===== config.mk =====
export PLATFORM = sky130hd
export DESIGN_NAME = compare_skip_exec
export DESIGN_NICKNAME = d
export VERILOG_FILES = /design/src/rtl/cskip_pkg.sv /design/src/rtl/phase_if.sv /design/src/rtl/quarter_phase_gen.sv /design/src/rtl/compare_skip_exec.sv
export VERILOG_INCLUDE_DIRS = /design/src /design/src/rtl
export SDC_FILE = /design/constraint.sdc
export NUM_CORES = 1
export LEC_CHECK = 0
export ABC_CLOCK_PERIOD_IN_PS = 2900
export BUFFER_PORTS_ARGS = -buffer_cell sky130_fd_sc_hd__buf_2
export CORE_AREA = 2 2 95 97
export CTS_CLUSTER_DIAMETER = 60
export DETAILED_ROUTE_END_ITERATION = 16
export DIE_AREA = 0 0 97 99
export GPL_TIMING_DRIVEN = 0
export SYNTH_ARGS = -nofsm -noshare
export SYNTH_HDL_FRONTEND = slang
export SYNTH_SLANG_ARGS = --single-unit

===== constraint.sdc =====
create_clock -name clk_sys -period 2.9 [get_ports clk_sys]
set_input_delay 0.145 -clock clk_sys [delete_from_list [all_inputs] [get_ports clk_sys]]
set_output_delay 0.145 -clock clk_sys [all_outputs]
set_load 0.01 [all_outputs]

===== src/rtl/cskip_map.svh =====
// Opcode fields, address constants and phase codes of the compare-and-skip logic.
`ifndef CSKIP_MAP_SVH
`define CSKIP_MAP_SVH

// Upper seven opcode bits of the three compare instructions.
`define CSK_OPC_LESS    7'h30
`define CSK_OPC_EQUAL   7'h31
`define CSK_OPC_GREATER 7'h32

// Instruction word fields.
`define CSK_OPC_MSB     15
`define CSK_OPC_LSB     9
`define CSK_ACC_BIT     8
`define CSK_FLD_MSB     7
`define CSK_FLD_LSB     0

// Access bank split and indexed literal offset limit.
`define CSK_IDX_MAX     8'h5F
`define CSK_ACC_LOW     4'h0
`define CSK_ACC_HIGH    4'hF

// One-hot quarter phase codes.
`define CSK_PH_Q1       4'h1
`define CSK_PH_Q2       4'h2
`define CSK_PH_Q3       4'h4
`define CSK_PH_Q4       4'h8

// One-hot execution state codes.
`define CSK_ST_IDLE     4'h1
`define CSK_ST_EXEC     4'h2
`define CSK_ST_SKIP1    4'h4
`define CSK_ST_SKIP2    4'h8

`endif


===== src/rtl/cskip_pkg.sv =====
// Types shared by the compare-and-skip execution logic.
`default_nettype none
`include "cskip_map.svh"
package cskip_pkg;

  typedef enum logic [3:0] {
    PH_Q1 = `CSK_PH_Q1,
    PH_Q2 = `CSK_PH_Q2,
    PH_Q3 = `CSK_PH_Q3,
    PH_Q4 = `CSK_PH_Q4
  } phase_type;

  typedef enum logic [3:0] {
    ST_IDLE  = `CSK_ST_IDLE,
    ST_EXEC  = `CSK_ST_EXEC,
    ST_SKIP1 = `CSK_ST_SKIP1,
    ST_SKIP2 = `CSK_ST_SKIP2
  } state_type;

  typedef enum logic [1:0] {
    CMP_LESS    = 2'h0,
    CMP_EQUAL   = 2'h1,
    CMP_GREATER = 2'h2
  } cmp_type;

  typedef struct packed {
    phase_type ph;
  } phase_state_type;

  typedef struct packed {
    state_type   st;
    cmp_type     kind;
    logic [11:0] addr;
    logic [7:0]  w;
    logic        rd;
    logic        skip;
    logic        two_word;
    logic        discard;
    logic        nop;
    logic        done;
    logic        wr;
    logic        swr;
    logic        busy;
  } exec_type;

endpackage
`default_nettype wire


===== src/rtl/phase_if.sv =====
// Quarter phase signals passed from the phase divider to the executor.
`timescale 1ns/1ps
`default_nettype none
interface phase_if;
  cskip_pkg::phase_type ph;
  modport gen (output ph);
  modport sink (input ph);
endinterface
`default_nettype wire


===== src/rtl/quarter_phase_gen.sv =====
// Divider that walks the four quarter phases of an instruction cycle.
`timescale 1ns/1ps
`default_nettype none
module quarter_phase_gen (
  input  wire logic clk_sys,
  input  wire logic srst,
  phase_if.gen      phase
);
  import cskip_pkg::*;

  phase_state_type s_q;
  phase_state_type s_d;

  always_comb begin
    s_d = s_q;
    case (s_q.ph)
      PH_Q1:   s_d.ph = PH_Q2;
      PH_Q2:   s_d.ph = PH_Q3;
      PH_Q3:   s_d.ph = PH_Q4;
      PH_Q4:   s_d.ph = PH_Q1;
      default: s_d.ph = PH_Q1;
    endcase
  end

  always_ff @(posedge clk_sys) begin
    if (srst) begin
      s_q.ph <= PH_Q1;
    end else begin
      s_q <= s_d;
    end
  end

  assign phase.ph = s_q.ph;

endmodule
`default_nettype wire


===== src/rtl/compare_skip_exec.sv =====
// Executor for the compare-and-skip instructions with skip cycle control.
`timescale 1ns/1ps
`default_nettype none
`include "cskip_map.svh"
module compare_skip_exec (
  input  wire logic                 clk_sys,
  input  wire logic                 srst,
  input  wire logic                 instr_valid,
  input  wire logic [15:0]          instr_word,
  input  wire logic                 next_two_word,
  input  wire logic                 ext_set_en,
  input  wire logic [3:0]           bank_select_reg,
  input  wire logic [11:0]          index_base,
  input  wire logic [7:0]           working_reg_alias,
  input  wire logic [7:0]           mem_rdata,
  output logic [11:0]               mem_addr,
  output logic                      mem_rd_en,
  output logic                      mem_wr_en,
  output logic                      status_wr_en,
  output logic                      compare_busy,
  output logic                      skip_taken,
  output logic                      discard_fetch,
  output logic                      nop_cycle,
  output logic                      cycle_done,
  output cskip_pkg::state_type      exec_state
);
  import cskip_pkg::*;

  phase_if phase ();

  quarter_phase_gen u_phase (
    .clk_sys (clk_sys),
    .srst    (srst),
    .phase   (phase)
  );

  exec_type    s_q;
  exec_type    s_d;
  logic        take;
  cmp_type     kind_n;
  logic [11:0] addr_n;
  logic [8:0]  diff;
  logic [7:0]  fld;

  always_comb begin
    take   = 1'b0;
    kind_n = CMP_LESS;
    addr_n = 12'h000;
    fld    = instr_word[`CSK_FLD_MSB:`CSK_FLD_LSB];
    s_d    = s_q;
    s_d.rd      = 1'b0;
    s_d.discard = 1'b0;
    s_d.done    = 1'b0;
    case (instr_word[`CSK_OPC_MSB:`CSK_OPC_LSB])
      `CSK_OPC_EQUAL: begin
        take   = instr_valid;
        kind_n = CMP_EQUAL;
      end
      `CSK_OPC_GREATER: begin
        take   = instr_valid;
        kind_n = CMP_GREATER;
      end
      `CSK_OPC_LESS: begin
        take   = instr_valid;
        kind_n = CMP_LESS;
      end
      default: begin
        take   = 1'b0;
        kind_n = CMP_LESS;
      end
    endcase
    if (instr_word[`CSK_ACC_BIT]) begin
      addr_n = {bank_select_reg, fld};
    end else if (ext_set_en && (fld <= `CSK_IDX_MAX)) begin
      addr_n = index_base + {4'h0, fld};
    end else if (fld <= `CSK_IDX_MAX) begin
      addr_n = {`CSK_ACC_LOW, fld};
    end else begin
      addr_n = {`CSK_ACC_HIGH, fld};
    end
    diff = {1'b0, mem_rdata} - {1'b0, s_q.w};
    case (s_q.st)
      ST_IDLE: begin
        if ((phase.ph == PH_Q1) && take) begin
          s_d.st   = ST_EXEC;
          s_d.kind = kind_n;
          s_d.addr = addr_n;
          s_d.w    = working_reg_alias;
          s_d.rd   = 1'b1;
          s_d.skip = 1'b0;
        end
      end
      ST_EXEC: begin
        if (phase.ph == PH_Q3) begin
          case (s_q.kind)
            CMP_EQUAL:   s_d.skip = (diff == 9'h000);
            CMP_GREATER: s_d.skip = !diff[8] && (diff[7:0] != 8'h00);
            CMP_LESS:    s_d.skip = diff[8];
            default:     s_d.skip = 1'b0;
          endcase
        end
        if (phase.ph == PH_Q4) begin
          s_d.done     = 1'b1;
          s_d.two_word = next_two_word;
          if (s_q.skip) begin
            s_d.st      = ST_SKIP1;
            s_d.discard = 1'b1;
            s_d.nop     = 1'b1;
          end else begin
            s_d.st = ST_IDLE;
          end
        end
      end
      ST_SKIP1: begin
        if (phase.ph == PH_Q4) begin
          if (s_q.two_word) begin
            s_d.st = ST_SKIP2;
          end else begin
            s_d.st  = ST_IDLE;
            s_d.nop = 1'b0;
          end
        end
      end
      ST_SKIP2: begin
        if (phase.ph == PH_Q4) begin
          s_d.st  = ST_IDLE;
          s_d.nop = 1'b0;
        end
      end
      default: begin
        s_d.st  = ST_IDLE;
        s_d.nop = 1'b0;
      end
    endcase
    s_d.wr  = 1'b0;
    s_d.swr = 1'b0;
    // Busy is registered so that the port comes straight from a flip-flop.
    s_d.busy = (s_d.st != ST_IDLE);
  end

  always_ff @(posedge clk_sys) begin
    if (srst) begin
      s_q.st       <= ST_IDLE;
      s_q.kind     <= CMP_LESS;
      s_q.addr     <= 12'h000;
      s_q.w        <= 8'h00;
      s_q.rd       <= 1'b0;
      s_q.skip     <= 1'b0;
      s_q.two_word <= 1'b0;
      s_q.discard  <= 1'b0;
      s_q.nop      <= 1'b0;
      s_q.done     <= 1'b0;
      s_q.wr       <= 1'b0;
      s_q.swr      <= 1'b0;
      s_q.busy     <= 1'b0;
    end else begin
      s_q <= s_d;
    end
  end

  // The memory answers one clock after the read strobe, so the byte is
  // compared in Q3 against the working register captured at decode time.
  assign mem_addr      = s_q.addr;
  assign mem_rd_en     = s_q.rd;
  assign mem_wr_en     = s_q.wr;
  assign status_wr_en  = s_q.swr;
  assign compare_busy  = s_q.busy;
  assign skip_taken    = s_q.skip;
  assign discard_fetch = s_q.discard;
  assign nop_cycle     = s_q.nop;
  assign cycle_done    = s_q.done;
  assign exec_state    = s_q.st;
endmodule
`default_nettype wire


==> flow_metrics.env, run 1 <==
export IMPL_fp_row_count=34
export IMPL_cts_tree="built"
export IMPL_synthFlopType="dfxtp_1"
export IMPL_num_vias=2462
export IMPL_crit_chain="inv_1 > ha_1 > and3b_1 > o41ai_1 > o2111ai_1 > a311oi_1 > mux2_2 > a21oi_1"
export IMPL_yosys_area_top_type_share_pct=29.6
export IMPL_worst_setup_path_type="flop to flop"
export IMPL_start_util_pct=29.3
export IMPL_cts_root_buf="clkbuf_8"
export IMPL_grt_util_met3_pct=4.82
export IMPL_finalHoldViolCount=0
export IMPL_core_area_um2=8550
export IMPL_io_pin_count=77
export IMPL_slowest_stage="o41ai_1"
export IMPL_synth_largest_area_cell="dfxtp_1"
export IMPL_fin_crit_sh_pct=82.1
export IMPL_p_per_area_nw_per_um2=391
export IMPL_antenna_found_initial=3
export IMPL_clock_latency_ps=290
export IMPL_nets=470
export IMPL_avgSynthCellArea_um2=7.87
export IMPL_worstMarginPinSlew_ps=618
export IMPL_critPathMaxStageDelay_ps=370
export IMPL_fin_crit_ps=2380
export IMPL_r2r_setup_slack_ps=520
export IMPL_die_w_um=97
export IMPL_gp_congestion=0.836
export IMPL_syn_inst=318
export IMPL_synthesis_area_um2=2500
export IMPL_path_delay_family="compound AO/OA/AOI/OAI gates"
export IMPL_clock_sinks=37
export IMPL_grt_use_total_pct=13.7
export IMPL_grtUsageMet2_pct=23.6
export IMPL_cp_end_kind="flop"
export IMPL_first_pass_iters=4
export IMPL_vias_per_cell=4.84
export IMPL_synth_edf_count=0
export IMPL_crit_required_ps=3120
export IMPL_max_slew_margin_pct=58.8
export IMPL_area_growth_pct=25.0
export IMPL_reg2reg_to="skip_taken"
export IMPL_path_buf_inv=1
export IMPL_r2r_start="s_q[11]"
export IMPL_status="finished clean"
export IMPL_ant_nets=0
export IMPL_clock_path_buffers=2
export IMPL_whs_endpoint="s_q[10]"
export IMPL_holdBufCountCts=0
export IMPL_grt_pass1_vias=2363
export IMPL_fp_dieH_um=99
export IMPL_grt_first_pass_wirelength_mm=10.8
export IMPL_drv_slew=0
export IMPL_r2r_cells=8
export IMPL_ir_worst_vdd_uv=288
export IMPL_ys_types=50
export IMPL_drt_wl_total_mm=6.52
export IMPL_numCtsBuffers=5
export IMPL_grt_max_degree=13
export IMPL_num_fill_cells=920
export IMPL_dp_cells=500
export IMPL_grt_busiest_layer="met2"
export IMPL_h_tree_depth=2
export IMPL_synth_area_top_cells="dfxtp_1, ha_1, nand2_1, buf_4, nor2_1"
export IMPL_post_cts_resized=0
export IMPL_fmax_mhz=420
export IMPL_drtIter0Drc=70
export IMPL_ys_seq_area_share_pct=29.6
export IMPL_p_leak_uw=0.00133
export IMPL_dp_hpwl_mm=5.22
export IMPL_clock_skew_ps=9.26
export IMPL_hold_start="working_reg_alias[1]"
export IMPL_arrival_ps=2600
export IMPL_clkTransAtPathRegs_ps=80
export IMPL_yosys_warnings=0
export IMPL_postSynth_asyncResetShare_pct=0
export IMPL_wire_per_inst_um=12.8
export IMPL_cts_setup_buffers=0
export IMPL_drive_above_1_share_pct=27.5
export IMPL_grt_setup_unrepaired="false"
export IMPL_setup_tns_ps=0
export IMPL_setup_violations=0
export IMPL_drc_errors=0
export IMPL_timing_hold_ws_ps=94.4
export IMPL_gr_total_overflow=0
export IMPL_met1_usage_pct=16.1
export IMPL_hold_depth=3
export IMPL_max_cap_violations=0
export IMPL_startpoint_type="flop"
export IMPL_synth_seq_cells=37
export IMPL_fin_util_pct=36.6
export IMPL_fin_cells=509
export IMPL_die_area_um2=9600
export IMPL_hold_path_class="input pin to flop"
export IMPL_cp_max_fo=4
export IMPL_io_buffers=73
[worst min-delay path, cell delays in order]
cell	delay (ps)
buf_2	90
nand2_1	50
a21oi_1	50
[metal layers]
| layer | vias to the layer above | share of wire, % | wire length (um) |
|---|---|---|---|
| met5 | - | 0.17 | 11 |
| met4 | 2 | 1.2 | 80 |
| met3 | 8 | 7.2 | 467 |
| met2 | 54 | 46 | 3000 |
| met1 | 1118 | 46 | 2970 |
| li1 | 1280 | - | - |
[per-stage QoR]
step           setup WS (ps)  power (uW)  instance area, um2
6_report                 520        1220                3130
5_1_grt                  378        1290                3130
4_1_cts                  548        1240                3130
3_5_place_dp             560         759                3010
3_3_place_gp             570         753                3010
2_1_floorplan            768         683                2510
[area by class of cell]
class | count | area (um2) | area share, %
multi-input combinational | 230 | 1500 | 47.8
sequential | 37 | 741 | 23.7
timing repair buffer | 73 | 365 | 11.7
buffer | 32 | 194 | 6.20
tap | 108 | 135 | 4.32
clock buffer | 6 | 82.6 | 2.64
inverter | 20 | 75.1 | 2.40
clock inverter | 2 | 37.5 | 1.20
antenna | 1 | 2.50 | 0.0799
[placed cells by master, fill, tap and decap left out, drive strengths merged, types with 4 or more instances in the layout]
cell / netlist / final
nand2b: 4 / 4
o21a: 6 / 6
nor2b: 7 / 7
o21ai: 13 / 13
clkbuf: 9 / 15
buf: 23 / 96
inv: 20 / 20
nor2: 31 / 31
nand4b: 6 / 6
dfxtp: 37 / 37
nor3: 15 / 15
nand2: 39 / 39
ha: 16 / 16
a211oi: 8 / 8
xnor2: 6 / 6
a311oi: 7 / 7
a21oi: 22 / 22
[state kept, by name, indices dropped and copies added (netlist names)]
register / flops
exec_state: 4
s_q: 11
compare_busy: 1
nop_cycle: 1
mem_addr: 12
cycle_done: 1
discard_fetch: 1
u_phase.phase.ph: 4
skip_taken: 1
mem_rd_en: 1
[how the worst max path moves through the flow]
stage                  from         end  slack [ps]  cells after the start
floorplan            s_q[9]  skip_taken         770                      8
global placement    s_q[11]  skip_taken         570                      8
detailed placement  s_q[11]  skip_taken         560                      8
CTS                 s_q[11]  skip_taken         550                      8
global route         s_q[9]  skip_taken         380                      8
finish              s_q[11]  skip_taken         520                      8
[cells by family (layout without fill, tap and decap cells)]
logic type      count (synthesis)  count (layout)  share of synthesized area [%]
simple gates                  122             122                           24.7
mux                             3               3                           1.25
compound gates                 78              78                           21.5
buf+inv                        52             133                           10.7
other cells                     1               3                          0.150
fa+ha+maj                      18              18                           9.60
xor+xnor                        7               7                           2.45
flops                          37              37                           29.6
[cell usage after synthesis (3+ instances only)]
cell and number:
nand2_1 39, dfxtp_1 37, nor2_1 31, a21oi_1 22, inv_1 20, buf_4 18
ha_1 16, nor3_1 15, clkbuf_1 9, a211oi_1 8, a311oi_1 7, nor2b_1 7
o21ai_0 7, nand4b_1 6, o21a_1 6, o21ai_1 6, xnor2_1 6, buf_2 5
nand2b_1 4, a21o_1 3, nor3b_1 3, o31ai_1 3, or3_1 3
[report_power, final]
part | internal, uW | switching (uW) | total [uW] | leakage (uW)
clock network | 280 | 197 | 477 | 0.0000574
registers | 518 | 10.2 | 528 | 0.000299
logic | 104 | 115 | 219 | 0.000976
total | 902 | 322 | 1220 | 0.00133
Power figures use the tool's default switching activity.
==> inputs of run 2 (changes only) <==
- ABC_AREA: unset -> 1
- ABC_CLOCK_PERIOD_IN_PS: 2900 -> 2100
- CORE_AREA: 2 2 95 97 -> 2 2 96 98
- DIE_AREA: 0 0 97 99 -> 0 0 98 100
- clock period: 2.9 -> 2.1 ns (I/O delays scaled with it)
==> run 2 against run 1 <==
Net effect: count of clock-buffer cells in the layout is 1 lower; total power is 46% higher; critical path depth is 5 higher; fmax is 26% higher; flip-flop and latch count stayed put; global-route usage is 0.94 points lower; register-to-register slack worse by 300 ps; combinational power is 48% higher; critical path type unchanged; largest power group is now the clock network.
==> flow_metrics.env, run 2 <==
export IMPL_status="finished clean"
export IMPL_fin_crit_ps=1880
export IMPL_antenna_cells=0
export IMPL_setup_violations=0
export IMPL_clock_latency_ps=290
export IMPL_first_pass_iters=4
export IMPL_grt_max_degree=13
export IMPL_fin_crit_sh_pct=89.7
export IMPL_clock_path_buffers=2
export IMPL_path_delay_family="adder cells"
export IMPL_fp_dieH_um=100
export IMPL_worstMarginPinSlew_ps=526
export IMPL_top_layer="met4"
export IMPL_synth_adder_area_share_pct=9.44
export IMPL_cp_common_cell="nand2_1"
export IMPL_holdBufCountCts=0
export IMPL_core_area_um2=8890
export IMPL_dp_slack_ps=211
export IMPL_synth_top_family_by_area="simple AND/OR/NAND/NOR gates"
export IMPL_numCtsBuffers=5
export IMPL_wl_met2_mm=3.13
export IMPL_drc_errors=0
export IMPL_met1Wirelength_mm=2.82
export IMPL_synth_seq_cells=37
export IMPL_nets=522
export IMPL_synth_area_top_cells="dfxtp_1, nand2_1, a21oi_1, inv_1, ha_1"
export IMPL_yosys_area_share_xor_xnor_pct=2.36
export IMPL_ys_types=42
export IMPL_ir_worst_vdd_uv=305
export IMPL_grt_setup_unrepaired="false"
export IMPL_post_cts_resized=0
export IMPL_grt_pass1_vias=2399
export IMPL_drv_slew=0
export IMPL_synth_compound_area_share_pct=18.7
export IMPL_die_area_um2=9800
export IMPL_synthFlopType="dfxtp_1"
export IMPL_largest_reg_flops=12
export IMPL_setup_tns_ps=0
export IMPL_fmax_mhz=531
export IMPL_p_leak_uw=0.00163
export IMPL_grt_first_pass_wirelength_mm=10.3
export IMPL_critPathMaxStageDelay_ps=400
export IMPL_antenna_found_initial=0
export IMPL_yosys_area_top_type_share_pct=29.1
export IMPL_ys_seq_area_share_pct=29.1
export IMPL_num_vias=2514
export IMPL_crit_required_ps=2320
export IMPL_fp_row_count=35
export IMPL_startpoint_type="flop"
export IMPL_finalHoldViolCount=0
export IMPL_dp_cells=555
export IMPL_syn_inst=369
export IMPL_max_cap_violations=0
export IMPL_clock_skew_ps=5.32
export IMPL_io_buffers=74
export IMPL_mostFrequentLayoutCell="buf_2"
export IMPL_cts_root_buf="clkbuf_8"
export IMPL_gp_congestion=0.828
export IMPL_grt_use_total_pct=12.7
export IMPL_postSynth_asyncResetShare_pct=0
export IMPL_yosys_warnings=0
export IMPL_p_per_area_nw_per_um2=558
export IMPL_drive_above_1_share_pct=28.1
export IMPL_cts_tree="built"
export IMPL_max_slew_margin_pct=64.9
export IMPL_arrival_ps=2110
export IMPL_ant_nets=0
export IMPL_io_pin_count=77
export IMPL_area_growth_pct=25.4
export IMPL_fin_cells=563
export IMPL_clock_sinks=37
export IMPL_path_buf_inv=1
export IMPL_crit_chain="ha_1 > fa_1 > inv_1 > nand2_1 > nand2_1 > xor2_1 > nor2_1 > nand4_1 > nand2_1 > nand2_1 > nand2_1 > nand2_1 > a21oi_2"
export IMPL_cp_end_kind="flop"
export IMPL_met3_length_um=197
export IMPL_synth_edf_count=0
export IMPL_synthSimpleGateAreaFrac_pct=24.5
export IMPL_drtIter0Drc=48
export IMPL_clkTransAtPathRegs_ps=80
export IMPL_hold_path_class="input pin to flop"
export IMPL_muxShareOfSynthArea_pct=0
export IMPL_synth_largest_area_cell="dfxtp_1"
export IMPL_final_cell_mix="buf_2, nand2_1, inv_1, a21oi_1, dfxtp_1"
export IMPL_slowest_stage="fa_1"
export IMPL_die_w_um=98
export IMPL_synthesis_area_um2=2540
export IMPL_cts_setup_buffers=0
export IMPL_num_fill_cells=943
export IMPL_drt_wl_total_mm=6.27
export IMPL_synth_commonest_cells="nand2_1, inv_1, a21oi_1, dfxtp_1, nor2_1"
export IMPL_gr_total_overflow=0
export IMPL_start_util_pct=28.6
export IMPL_synth_most_common_cell="nand2_1"
export IMPL_layout_setup_ws_ps=217
export IMPL_cp_max_fo=2
export IMPL_worst_setup_path_type="flop to flop"
export IMPL_dp_hpwl_mm=5.15
export IMPL_h_tree_depth=2
export IMPL_vias_per_cell=4.47
export IMPL_avgSynthCellArea_um2=6.90
export IMPL_wire_per_inst_um=11.1
[run 2: cell types whose count changed after synthesis, sizes merged, moves of 5 or more]
cell | previous run | this run
a311oi | 7 | 0
nand4 | 2 | 7
nand2 | 39 | 70
a211oi | 8 | 2
nor3 | 15 | 6
nor2b | 7 | 0
inv | 20 | 59
nand4b | 6 | 0
nand3 | 2 | 21
clkbuf | 9 | 2
o21a | 6 | 1
o21ai | 13 | 29
a21oi | 22 | 45
[run 2: per-stage QoR]
step | hold WS (ps) | util (%) | total power [uW] | cell area (um2)
finish | 52.1 | 35.9 | 1780 | 3190
global route | 53.9 | 35.9 | 1880 | 3190
CTS | 51.6 | 35.9 | 1800 | 3190
detailed placement | 353 | 34.4 | 1060 | 3060
global placement | 341 | 34.4 | 1060 | 3060
floorplan | 189 | - | 956 | 2550
[run 2: area by class of cell]
cell class	instances	area (um2)	share of cell area (%)
Sequential cell	37	741	23.2
Clock inverter	3	65.1	2.04
Inverter	60	225	7.06
Timing Repair Buffer	74	370	11.6
Buffer	25	175	5.49
Multi-Input combinational cell	248	1410	44.1
Tap cell	111	139	4.35
Clock buffer	5	68.8	2.16
[run 2: final timing paths]
kind	slack [ps]	startpoint	endpoint	cells after the start
max reg2reg	220	s_q[9]	skip_taken	13
max	220	s_q[9]	skip_taken	13
min reg2reg	460	s_q[13]	s_q[13]	2
min	50	working_reg_alias[0]	s_q[9]	3
[run 2: where the power goes]
part / leakage (uW) / internal, uW / switching [uW]
Sequential: 0.000299 / 716 / 6.84
Combinational: 0.00126 / 134 / 190
Clock: 0.0000681 / 472 / 262
[run 2: metal layers]
metal,global-route usage [%],vias up
li1,-,1349
met1,14.9,1110
met2,23.4,47
met3,1.95,8
met4,4.59,0
met5,0,-
[run 2: worst reg2reg max path, delay by kind of cell (launching register included)]
kind                       cells  cell delay (ps)
and+or+nand+nor                8              600
adders and majority gates      2              610
buffers and inverters          1              100
xor gates and xnor gates       1               70
DFF                            1              330
AOI/OAI and AO/OA              1              110
[run 2: kinds of logic (layout without fill, tap and decap cells)]
logic type | after synthesis | after routing
xor+xnor | 6 | 6
fa+ha+maj | 18 | 18
flops | 37 | 37
other cells | 1 | 2
buf+inv | 85 | 167
simple gates | 137 | 137
compound gates | 85 | 85
==> inputs of run 3 (changes only) <==
- CORE_AREA: 2 2 96 98 -> 10 10 104 106
- DIE_AREA: 0 0 98 100 -> 0 0 114 116
- SLEW_MARGIN: unset -> 0
==> run 3 against run 2 <==
Net effect: clock skew increased by 3.8 ps; flip-flop and latch count unchanged; via count increased by 2.6%; critical path type unchanged; highest routed layer unchanged.
==> flow_metrics.env, run 3 (same netlist as run 2, synthesis figures left out) <==
export IMPL_status="finished clean"
export IMPL_p_per_area_nw_per_um2=568
export IMPL_placed_area_um2=3050
export IMPL_num_vias=2580
export IMPL_crit_chain="ha_1 > fa_1 > inv_1 > nand2_1 > nand2_1 > xor2_1 > nor2_1 > nand4_1 > nand2_1 > nand2_1 > nand2_1 > nand2_1 > a21oi_2"
export IMPL_io_buffers=74
export IMPL_holdBufCountCts=0
export IMPL_hold_path_class="input pin to flop"
export IMPL_worst_setup_path_type="flop to flop"
export IMPL_grt_pass1_vias=2691
export IMPL_fin_crit_ps=1900
export IMPL_fp_row_count=34
export IMPL_max_cap_violations=0
export IMPL_fmax_mhz=527
export IMPL_dp_hpwl_mm=5.89
export IMPL_final_cell_mix="buf_2, nand2_1, inv_1, a21oi_1, dfxtp_1"
export IMPL_fin_crit_sh_pct=90.4
export IMPL_h_tree_depth=2
export IMPL_worstMarginPinSlew_ps=545
export IMPL_multiInputGateArea_um2=1410
export IMPL_clkTransAtPathRegs_ps=90
export IMPL_wire_per_inst_um=12.6
export IMPL_die_w_um=114
export IMPL_drc_errors=0
export IMPL_post_cts_resized=0
export IMPL_cts_setup_buffers=0
export IMPL_max_slew_margin_pct=63.7
export IMPL_clock_latency_ps=290
export IMPL_slowest_stage="fa_1"
export IMPL_vias_per_cell=4.61
export IMPL_cp_common_cell="nand2_1"
export IMPL_ant_nets=0
export IMPL_num_fill_cells=958
export IMPL_grt_use_total_pct=10.7
export IMPL_crit_required_ps=2330
export IMPL_regArea_um2=741
export IMPL_gp_congestion=0.851
export IMPL_fp_dieH_um=116
export IMPL_die_area_um2=13200
export IMPL_p_leak_uw=0.00163
export IMPL_cts_root_buf="clkbuf_8"
export IMPL_setup_violations=0
export IMPL_critPathMaxStageDelay_ps=410
export IMPL_antenna_found_initial=0
export IMPL_io_pin_count=77
export IMPL_drv_slew=0
export IMPL_largest_reg_flops=12
export IMPL_finalHoldViolCount=0
export IMPL_antenna_cells=0
export IMPL_grt_first_pass_wirelength_mm=11.7
export IMPL_drtIter0Drc=72
export IMPL_nets=522
export IMPL_drive_above_1_share_pct=28.1
export IMPL_ir_worst_vdd_uv=292
export IMPL_start_util_pct=29.3
export IMPL_cp_end_kind="flop"
export IMPL_cts_tree="built"
export IMPL_gr_total_overflow=0
export IMPL_arrival_ps=2130
export IMPL_clock_path_buffers=2
export IMPL_core_area_um2=8680
export IMPL_drt_wl_total_mm=7.08
export IMPL_first_pass_iters=4
export IMPL_grt_setup_unrepaired="false"
export IMPL_numCtsBuffers=5
export IMPL_clock_skew_ps=9.10
export IMPL_area_growth_pct=25.4
export IMPL_r2r_setup_slack_ps=200
export IMPL_grt_max_degree=14
export IMPL_clock_sinks=37
export IMPL_mostFrequentLayoutCell="buf_2"
export IMPL_final_area_um2=3190
export IMPL_cp_max_fo=2
export IMPL_startpoint_type="flop"
export IMPL_setup_tns_ps=0
[run 3: changes by cell type in the layout (fill, tap and decap cells not counted)]
cell	previous run	this run
inv_6	0	1
clkinv_2	1	0
[run 3: per-layer routing]
metal	global-route usage, %	vias to the layer above	part of all wire [%]
li1	-	1350	-
met5	0	-	0
met2	18.2	73	46
met1	12.1	1144	46
met4	3.68	0	2.0
met3	3.72	13	6.4
[run 3: final timing paths]
kind | to | depth (start not counted) | startpoint
max | skip_taken | 13 | s_q[9]
min | s_q[9] | 3 | working_reg_alias[0]
max reg2reg | skip_taken | 13 | s_q[9]
min reg2reg | s_q[16] | 2 | s_q[16]
[run 3: final cells by class]
cell class / instances / share of cell area, %
flip-flops and latches: 37 / 23.2
well taps: 108 / 4.23
clock buffers: 5 / 2.16
clock inverters: 3 / 2.16
inverters: 60 / 7.06
multi-input cells: 248 / 44.1
repair buffers: 74 / 11.6
plain buffers: 25 / 5.49
[run 3: metrics by stage]
| step | std cells | setup slack (ps) | util [%] | total power, uW | hold WS, ps |
|---|---|---|---|---|---|
| 2_1_floorplan | 370 | 395 | - | 956 | 189 |
| 6_report | 560 | 202 | 36.8 | 1810 | 43.4 |
| 4_1_cts | 560 | 196 | 36.8 | 1840 | 36.4 |
| 3_5_place_dp | 552 | 204 | 35.2 | 1070 | 346 |
| 3_3_place_gp | 552 | 229 | 35.2 | 1060 | 330 |
| 5_1_grt | 560 | 5.78 | 36.8 | 1920 | 50.7 |
[run 3: critical path: cells and delay by family, from the launching register on]
family	cells	cell delay, ps
XOR/XNOR	1	70
adder cells (fa/ha/maj)	2	610
AO/OA/AOI/OAI	1	110
buffers and inverters	1	90
flip-flops	1	330
AND/OR/NAND/NOR	8	640
[run 3: power by group]
part | leakage, uW | total (uW) | switching (uW) | internal (uW)
combinational | 0.00126 | 327 | 192 | 134
sequential | 0.000299 | 723 | 7.03 | 716
clock | 0.0000687 | 762 | 284 | 479
total | 0.00163 | 1810 | 483 | 1330
